==> src/sal_params.svh <==
// Constants for the shunt alert limit bank: register offsets, field layout, reset values.
// Assumes inclusion by bare name from the package and the design modules.
//
// Function
// [RULE1] Each channel's fast limit is checked against every single shunt conversion.
// [RULE2] Each channel's sustained limit is checked against the averaged shunt value only.
// [RULE3] Fast limits for channels 1, 2, 3 sit at 07h, 09h, 0Bh.
// [RULE4] Sustained limits for channels 1, 2, 3 sit at 08h, 0Ah, 0Ch.
// [RULE5] Each limit holds a 13-bit read/write value in bits 15 to 3.
// [RULE6] Bits 2 to 0 are writable, reset to zero, and ignored when comparing.
// [RULE7] All six limits read 7FF8h after reset.
// [RULE8] Shunt values and limits are signed two's complement; comparison is signed.
// [RULE9] Limits share the shunt result's bit weight, full scale 7FF8.
// [RULE10] Fast limit exceeded sets that channel's critical flag; reading the flags clears them.
// [RULE11] Exceeded means measurement strictly greater than the limit field.
`ifndef SAL_PARAMS_SVH
`define SAL_PARAMS_SVH
`define SAL_ADDR_W 8
`define SAL_DATA_W 16
`define SAL_CH_N 3
`define SAL_FIELD_W 13
`define SAL_FIELD_LSB 3
`define SAL_FIELD_MSB 15
`define SAL_ADDR_CH1_FAST 8'h07
`define SAL_ADDR_CH1_SUST 8'h08
`define SAL_ADDR_CH2_FAST 8'h09
`define SAL_ADDR_CH2_SUST 8'h0a
`define SAL_ADDR_CH3_FAST 8'h0b
`define SAL_ADDR_CH3_SUST 8'h0c
`define SAL_ADDR_FIRST 8'h07
`define SAL_ADDR_LAST 8'h0c
`define SAL_LIMIT_RESET 16'h7ff8
`define SAL_UNMAPPED_READ 16'h0000
`endif

==> src/sal_pkg.sv <==
// Types shared by the shunt alert limit bank.
// Assumes sal_params.svh is on the include path.
`include "sal_params.svh"
package sal_pkg;
  typedef logic [`SAL_ADDR_W-1:0] sal_addr_t;
  typedef logic [`SAL_DATA_W-1:0] sal_word_t;
  typedef logic signed [`SAL_FIELD_W-1:0] sal_field_t;
  typedef enum logic [1:0] {
    SAL_IDLE = 2'h0,
    SAL_READ = 2'h1
  } sal_rd_state_t;
endpackage : sal_pkg

==> src/sal_bank.sv <==
// Shunt alert limit bank: six limit registers and the per-channel limit comparators.
// Assumes the two-wire register interface logic upstream presents decoded single-cycle
// read and write strobes on mclk_i, and that shunt results arrive as same-clock strobes.
`timescale 1ns/1ns
`default_nettype none
`include "sal_params.svh"
module sal_bank (
  // Clock and reset
  input wire logic mclk_i,
  input wire logic rst_i,
  // Register access from the serial interface
  input wire logic reg_wr_i,
  input wire logic reg_rd_i,
  input wire sal_pkg::sal_addr_t reg_addr_i,
  input wire sal_pkg::sal_word_t reg_wdata_i,
  output sal_pkg::sal_word_t reg_rdata_o,
  output logic reg_rvalid_o,
  // Shunt results
  input wire logic [`SAL_CH_N-1:0] conv_valid_i,
  input wire logic [`SAL_CH_N*`SAL_DATA_W-1:0] conv_data_i,
  input wire logic [`SAL_CH_N-1:0] avg_valid_i,
  input wire logic [`SAL_CH_N*`SAL_DATA_W-1:0] avg_data_i,
  // Flag read strobe and comparison outcomes
  input wire logic flag_read_i,
  output logic [`SAL_CH_N-1:0] fast_overcurrent_flags_o,
  output logic critical_alert_o,
  output logic [`SAL_CH_N-1:0] sustained_exceed_o
);
  import sal_pkg::*;

  localparam int NREG = 2 * `SAL_CH_N;

  ////////////////////////////////////////////////////////////////////////////
  // Address decode: offsets map to store index, fast limit even, sustained odd
  function automatic logic [2:0] sal_index(input sal_addr_t a);
    sal_addr_t d;
    d = a - `SAL_ADDR_FIRST;
    return d[2:0]; // [RULE3] [RULE4]
  endfunction : sal_index

  function automatic logic sal_mapped(input sal_addr_t a);
    return (a >= `SAL_ADDR_FIRST) && (a <= `SAL_ADDR_LAST);
  endfunction : sal_mapped

  // Only the 13-bit field takes part; low reserved bits are dropped
  function automatic logic sal_exceeds(input sal_word_t meas, input sal_word_t lim);
    sal_field_t m;
    sal_field_t l;
    m = sal_field_t'(meas[`SAL_FIELD_MSB:`SAL_FIELD_LSB]); // [RULE9]
    l = sal_field_t'(lim[`SAL_FIELD_MSB:`SAL_FIELD_LSB]); // [RULE6]
    return m > l; // [RULE8] [RULE11]
  endfunction : sal_exceeds

  ////////////////////////////////////////////////////////////////////////////
  typedef struct packed {
    sal_rd_state_t rd_state;
    logic rd_mapped;
    logic [`SAL_CH_N-1:0] flags;
    logic [`SAL_CH_N-1:0] sust;
  } sal_bank_state_t;

  sal_bank_state_t st;
  sal_bank_state_t next_st;
  logic [NREG*`SAL_DATA_W-1:0] words;
  sal_word_t store_rdata;
  logic wr_hit;

  assign wr_hit = reg_wr_i && sal_mapped(reg_addr_i);

  sal_limit_store #(
    .DEPTH(NREG)
  ) u_store (
    .mclk_i(mclk_i),
    .rst_i(rst_i),
    .wr_en_i(wr_hit),
    .wr_idx_i(sal_index(reg_addr_i)),
    .wr_data_i(reg_wdata_i),
    .rd_idx_i(sal_index(reg_addr_i)),
    .rd_data_o(store_rdata),
    .words_o(words)
  );

  ////////////////////////////////////////////////////////////////////////////
  always_comb begin
    next_st = st;
    case (st.rd_state)
      SAL_IDLE: begin
        if (reg_rd_i) begin
          next_st.rd_state = SAL_READ;
          next_st.rd_mapped = sal_mapped(reg_addr_i);
        end
      end
      SAL_READ: begin
        // Back-to-back reads stay here so each strobe gets its answer
        next_st.rd_state = reg_rd_i ? SAL_READ : SAL_IDLE;
        next_st.rd_mapped = sal_mapped(reg_addr_i);
      end
      default: begin
        next_st.rd_state = SAL_IDLE;
      end
    endcase
    // A flag read clears, but a new exceed in the same cycle wins
    if (flag_read_i) begin
      next_st.flags = '0; // [RULE10]
    end
    for (int c = 0; c < `SAL_CH_N; c++) begin
      if (conv_valid_i[c] &&
          sal_exceeds(conv_data_i[c*`SAL_DATA_W +: `SAL_DATA_W],
                      words[(2*c)*`SAL_DATA_W +: `SAL_DATA_W])) begin
        next_st.flags[c] = 1'b1; // [RULE1] [RULE10]
      end
      // Sustained outcome follows the latest average only
      if (avg_valid_i[c]) begin
        next_st.sust[c] = sal_exceeds(avg_data_i[c*`SAL_DATA_W +: `SAL_DATA_W],
                                      words[(2*c+1)*`SAL_DATA_W +: `SAL_DATA_W]); // [RULE2]
      end
    end
  end

  always_ff @(posedge mclk_i) begin
    if (rst_i) begin
      st.rd_state <= SAL_IDLE;
      st.rd_mapped <= 1'b0;
      st.flags <= '0;
      st.sust <= '0;
    end else begin
      st <= next_st;
    end
  end

  ////////////////////////////////////////////////////////////////////////////
  assign reg_rvalid_o = (st.rd_state == SAL_READ);
  assign reg_rdata_o = (reg_rvalid_o && st.rd_mapped) ? store_rdata : `SAL_UNMAPPED_READ;
  assign fast_overcurrent_flags_o = st.flags;
  assign critical_alert_o = |st.flags; // [RULE10]
  assign sustained_exceed_o = st.sust;
endmodule : sal_bank
`default_nettype wire

==> src/sal_limit_store.sv <==
// Six-word limit store with registered read data.
// Assumes a single clock and synchronous reset; index 0 is the first limit register.
`timescale 1ns/1ns
`default_nettype none
`include "sal_params.svh"
module sal_limit_store #(
  parameter int DEPTH = 6
) (
  // Clock and reset
  input wire logic mclk_i,
  input wire logic rst_i,
  // Write port
  input wire logic wr_en_i,
  input wire logic [2:0] wr_idx_i,
  input wire logic [`SAL_DATA_W-1:0] wr_data_i,
  // Read port
  input wire logic [2:0] rd_idx_i,
  output logic [`SAL_DATA_W-1:0] rd_data_o,
  // All words, for the comparators
  output logic [DEPTH*`SAL_DATA_W-1:0] words_o
);
  // Three index bits cannot reach beyond eight words
  if (DEPTH < 1 || DEPTH > 8) begin : g_depth_check
    $error("sal_limit_store: DEPTH out of range");
  end

  typedef struct packed {
    logic [DEPTH-1:0][`SAL_DATA_W-1:0] mem;
    logic [`SAL_DATA_W-1:0] rd;
  } sal_store_state_t;

  sal_store_state_t st;
  sal_store_state_t next_st;

  always_comb begin
    next_st = st;
    if (wr_en_i && int'(wr_idx_i) < DEPTH) begin
      next_st.mem[wr_idx_i] = wr_data_i; // [RULE5] [RULE6]
    end
    next_st.rd = (int'(rd_idx_i) < DEPTH) ? st.mem[rd_idx_i] : `SAL_UNMAPPED_READ;
  end

  always_ff @(posedge mclk_i) begin
    if (rst_i) begin
      st.mem <= {DEPTH{`SAL_LIMIT_RESET}}; // [RULE7]
      st.rd <= `SAL_UNMAPPED_READ;
    end else begin
      st <= next_st;
    end
  end

  assign rd_data_o = st.rd;
  assign words_o = st.mem;
endmodule : sal_limit_store
`default_nettype wire

==> config.mk <==
export PLATFORM = sky130hd
export DESIGN_NAME = sal_bank
export DESIGN_NICKNAME = d
export VERILOG_FILES = /design/src/sal_pkg.sv /design/src/sal_bank.sv /design/src/sal_limit_store.sv
export VERILOG_INCLUDE_DIRS = /design/src /design/src/src
export SDC_FILE = /design/constraint.sdc
export NUM_CORES = 1
export LEC_CHECK = 0
export ABC_AREA = 1
export BUFFER_PORTS_ARGS = -buffer_cell sky130_fd_sc_hd__buf_2
export CAP_MARGIN = 30
export CELL_PAD_IN_SITES_DETAIL_PLACEMENT = 1
export CELL_PAD_IN_SITES_GLOBAL_PLACEMENT = 1
export CORE_ASPECT_RATIO = 0.6
export CORE_MARGIN = 1
export CORE_UTILIZATION = 35
export DETAILED_ROUTE_END_ITERATION = 10
export PLACE_DENSITY = 0.8
export SYNTH_ARGS = -nofsm -noshare
export SYNTH_HDL_FRONTEND = slang
export SYNTH_SLANG_ARGS = --single-unit
export TNS_END_PERCENT = 1
==> constraint.sdc <==
create_clock -name mclk_i -period 3.95 [get_ports mclk_i]
set_clock_uncertainty 0.2 [all_clocks]
set_input_delay 0 -clock mclk_i [delete_from_list [all_inputs] [get_ports mclk_i]]
set_output_delay 0 -clock mclk_i [all_outputs]
set_load 0.02 [all_outputs]
# Word level (Yosys, flattened, before mapping)

Index checks and enable logic that the tools add are counted.

Reductions and logical operators: 16
Mux-type cells: 14
Order comparisons: 11
Equal/unequal tests: 2
Bitwise operators: 1
Add/subtract/negate cells: 1

Operators by type and width:

| cell                  | count |
|---|---|
| $bwmux W96            | 1 |
| $gt A13 B13 Y1        | 6 |
| $bmux W16 S3          | 1 |
| $demux W16 S3         | 1 |
| $mux W16              | 3 |
| $ge A8 B3 Y1 const B  | 1 |
| $le A8 B4 Y1 const B  | 1 |
| $logic_and A1 B1 Y1   | 8 |
| $reduce_bool A2 Y1    | 4 |
| $mux W3               | 2 |
| $lt A3 B4 Y1 const B  | 1 |
| $mux W1               | 4 |
| $pmux W2 S2           | 1 |
| $ge A3 B1 Y1 const B  | 1 |
| $lt A3 B3 Y1 const B  | 1 |
| $reduce_or A3 Y1      | 1 |
| $sub A3 B3 Y3 const B | 1 |
| $eq A2 B1 Y1 const B  | 1 |
| $logic_not A2 Y1      | 1 |
| $ne A2 B2 Y1 const B  | 1 |
| $pmux W1 S2           | 1 |
| $reduce_and A2 Y1     | 1 |
| $reduce_or A2 Y1      | 1 |
| $not A1 Y1            | 1 |

Word-level logic and storage cells: 60
Register bits after elaboration: 121
Output and inout bits: 24

# Logic depth before layout (Yosys ltp)

Word-level depth: 6
Mapped depth: 11
Gate-level depth less buffers: 11

# By module

A second synthesis with hierarchy kept.

Cell total of the unflattened synthesis: 1138
Area, all modules: 7711.1 um2

Modules (own cells, without submodules):

| module          | area each (um2) | instances | cells an instance | sequential area each (um2) |
|---|---|---|---|---|
| sal_limit_store | 4855.9          | 1         | 641               | 2242.2 |
| sal_bank        | 2855.2          | 1         | 497               | 160.2 |

# Worst setup path before layout

Ideal clock, no wire load.

Kind: input-to-reg
From: input reg_addr_i[0]
To: register u_store.st, in the netlist u_store.rd_data_o[12]
Arrival time: 1371 ps
Setup slack: 2243 ps
Path buffers: 2
Required time: 3615 ps
Setup time: 135 ps
Stages: 9
Path through: buf_4 > inv_2 > ha_1 > inv_1 > nand3_1 > buf_4 > nor2_1 > a21oi_1 > a31oi_1

Longest elaborated chain between the ends: 4
Elaborated cells between the ends (all ways): 6
Those cells by class: 1 x add/sub; 1 x order compare; 2 x mux; 1 x bitwise; 1 x reduce/logical

Ends and longest elaborated chain:

| what                        | line                  | text |
|---|---|---|
| start: declaration          | sal_bank.sv:14        | `input wire sal_pkg::sal_addr_t reg_addr_i,` |
| $sub A3 B3 Y3 (no line) (*) | -                     |  |
| $lt A3 B3 Y1                | sal_limit_store.sv:40 | `` next_st.rd = (int'(rd_idx_i) < DEPTH) ? st.mem[rd_idx_i] : `SAL_UNMAPPED_READ; `` |
| $not A1 Y1 (no line)        | -                     |  |
| $reduce_or A2 Y1 (no line)  | -                     |  |
| end signal: assignment      | sal_limit_store.sv:48 | `st <= next_st;` |
| end: declaration            | sal_limit_store.sv:32 | `sal_store_state_t st;` |

Mark *: on every way between the ends. The rest lies on a longest branch, timed or not. The select of a mux whose other input is x is not followed.
A chain may end at the register's enable or synchronous reset.

# Worst setup path after layout

From: input reg_addr_i[7]
To: register u_store.st, in the netlist u_store.words_o[0]

Longest elaborated chain between the ends: 4
Elaborated cells between the ends (all ways): 5
Those cells by class: 2 x order compare; 3 x reduce/logical

Ends and longest elaborated chain:

| what                                                          | line                  | text |
|---|---|---|
| $ge A8 B3 Y1 (no line) / $le A8 B4 Y1 (equally long branches) | -                     |  |
| $logic_and A1 B1 Y1 (*)                                       | sal_bank.sv:42        | `` return (a >= `SAL_ADDR_FIRST) && (a <= `SAL_ADDR_LAST); `` |
| $logic_and A1 B1 Y1 (*)                                       | sal_bank.sv:68        | `assign wr_hit = reg_wr_i && sal_mapped(reg_addr_i);` |
| $logic_and A1 B1 Y1 (*)                                       | sal_limit_store.sv:37 | `if (wr_en_i && int'(wr_idx_i) < DEPTH) begin` |

Mark *: on every way between the ends. The rest lies on a longest branch, timed or not.

==> impl_metrics.yaml <==
placed_design:
  io_buffers: 136
  hpwl_mm: 19.2
  dp.cells: 1367
  place.gp.congestion: 0.876
cells_and_area:
  post_route_cells_drive_above_1_share_pct: 16.5
  syn_to_final_growth_pct: 24.2
  multi_input_area_um2: 3750
  fillCellCount: 2510
  post-route-util_pct: 45.4
  layout_common_cells: "nand2_1 (197), inv_1 (177), buf_2 (136), dfxtp_1 (120), a21oi_1 (119)"
  final_common_cell: "nand2_1"
  nets: 1365
  stdcell_count: 1433
  diodes: 0
  regArea_um2: 2400
detailed_routing:
  drtAntennaViolNets: 0
  dr.pass1.iters: 5
  vias: 7276
  dr.first_iter.drc_count: 493
  routedWlPerCell_um: 18.1
  drc_errors: 0
  wl_mm: 25.9
  viasPerCell: 5.08
clock_network:
  cts_buffers: 17
  cts_root_buf: "clkbuf_16"
  clkTransAtPathRegs_ns: 0.06
  cts.path.max_buffers: 2
  cts_tree: "yes"
  cts_setup_buffers: 0
  clk_latency_ns: 0.42
  cts.sinks: 120
  htreeDepth: 4
setup_path:
  crit_chain: "dlygate4sd3_1, buf_2, nor2_1, dlygate4sd3_1, nand2_1, dlygate4sd3_1, nor2_2, nand3_2, nor2_4, o21ai_0, a21oi_1"
  worstSetupStartpointType: "input port"
  r2r-start: "u_store.words_o[47]"
  path_class: "in -> reg"
  ff2ff_path_depth: 11
  cp_common_cell: "dlygate4sd3_1"
  end_kind: "flip-flop"
  worstPathRequired_ns: 4.09
  crit-reg2reg-capture: "fast_overcurrent_flags_o[1]"
  crit_fanout: 31
  rrSetupSlack_ns: 1.39
  cp.arrival_ns: 3.69
  cp_slowest_cell: "nor2_4"
  slowest_delay_ns: 0.74
global_route:
  grt_antenna_before_repair: 0
  grt_max_degree: 52
  grt_pass1_vias: 6976
  overflow: 0
  grt_pass1_wl_mm: 38.9
  grt_usage_pct: 25.1
hold_path:
  min_path_cells: 3
  hold_path_class: "in -> reg"
  hold_start: "rst_i"
  min_to: "u_store.words_o[83]"
synthesis:
  yosysTopAreaCell: "dfxtp_1"
  syn_area_per_cell_um2: 7.09
  synth-edff-count: 0
  ys.flop_type: "dfxtp_1"
  ys_seq_area_share_pct: 33.7
  syn_nets: 1216
  synth_area_um2: 7120
  synthArstFlopShare_pct: 0
  synth.distinct_cells: 32
  ys_seq_elements: 120
  ys_top_cells_by_area: "dfxtp_1 (34%), ha_1 (14%), nand2_1 (10%)"
  synth_top_area_share_pct: 33.7
  yosys_warnings: 0
  netlist_instances: 1005
floorplanning:
  die_h_um: 112
  die_w_um: 186
  die_area_um2: 20900
  placeableCoreArea_um2: 19500
  rows: 39
  initial_core_util_pct: 36.6
  ios: 155
sta:
  tightest_slew_ns: 0.781
  clock.fmax_mhz: 282
  drv_slew: 0
  setup_violations: 0
  final.period_utilization_pct: 89.7
  timing.slew.headroom_pct: 47.8
  rsz0062_at_grt: "false"
  period_minus_slack_ns: 3.54
  final_hold_viol_count: 0
  setup-tns-final_ns: 0
power_and_ir_drop:
  power_density_nw_per_um2: 367
  p_leak_nw: 4.80
  ir_drop_v: 0.000292
run_status:
  status: "finished, final reports clean"
run:
  cap_violations: 0
[logic make-up after synthesis]
family	Yosys count	share of synthesized area, %
flops	120	33.7
compound gates	250	19.1
buf+inv	227	13.5
fa+ha+maj	80	14.1
simple gates	328	19.6
[sequential cells by signal, summed over array words and instances, names as in the netlist]
name and cells:
u_store.words_o 96, st 2, fast_overcurrent_flags_o 3, sustained_exceed_o 3, u_store.rd_data_o 16
[metrics by stage]
step | setup slack (ns) | area, um2 | power, mW | hold WS [ns]
5_1_grt | 0.265 | 8840 | 3.35 | 0.0541
3_3_place_gp | 1.41 | 7890 | 1.60 | 0.0318
4_1_cts | 0.487 | 8840 | 3.25 | 0.0129
6_report | 0.408 | 8840 | 3.25 | 0.0481
3_5_place_dp | 1.32 | 7890 | 1.62 | 0.0447
2_1_floorplan | 2.24 | 7120 | 1.46 | -0.0930
[worst max-delay path, delay by kind of cell]
family / cells / cell delay [ns]
AOI/OAI and AO/OA: 2 / 0.45
buffers and inverters: 4 / 1.79
and+or+nand+nor: 5 / 1.43
[worst max path at each step]
| stage | from | end | slack, ns | cells after the start |
|---|---|---|---|---|
| CTS | reg_addr_i[7] | u_store.words_o[0] | 0.49 | 11 |
| floorplan | reg_addr_i[0] | u_store.rd_data_o[12] | 2.24 | 9 |
| global route | reg_addr_i[7] | u_store.words_o[0] | 0.27 | 11 |
| global placement | reg_addr_i[0] | u_store.words_o[31] | 1.41 | 8 |
| finish | reg_addr_i[7] | u_store.words_o[0] | 0.41 | 11 |
| detailed placement | reg_addr_i[0] | u_store.words_o[31] | 1.32 | 8 |
[repair_timing]
action	CTS	global route
endpoints found under the setup margin	0	0
hold buffers	34	0
hold endpoints to repair	106	0
resized for setup	0	0
[cell usage after synthesis (all sizes together), types with 2 or more instances]
cell type,instances
o22ai,11
nand3,37
and2,2
o21ai,78
ha,80
dfxtp,120
nand2,198
a21oi,122
buf,34
nand4,6
nor3,2
a31oi,13
clkbuf,11
o211ai,22
inv,181
o21a,3
nor2,80
[where the power goes]
group / leakage [nW] / internal, mW / total, mW / switching, mW
sequential: 0.974 / 1.23 / 1.24 / 0.00810
combinational: 3.53 / 0.145 / 0.380 / 0.235
clock: 0.297 / 1.01 / 1.63 / 0.615
[layer usage]
layer,share of wire (%),GRT usage (%),vias up
met1,50,37.2,3449
met3,6.7,4.15,22
met2,42,37.5,251
li1,-,-,3554
met4,1.1,5.57,0
met5,0,0,-
[final cells by class]
cell class | instances | share of cell area (%)
clock buffer | 18 | 4.97
clock inverter | 14 | 1.95
inverter | 182 | 7.72
multi-input combinational | 658 | 42.5
sequential | 120 | 27.2
tap | 266 | 3.76
timing repair buffer | 175 | 12.0
Power figures use the tool's default switching activity.
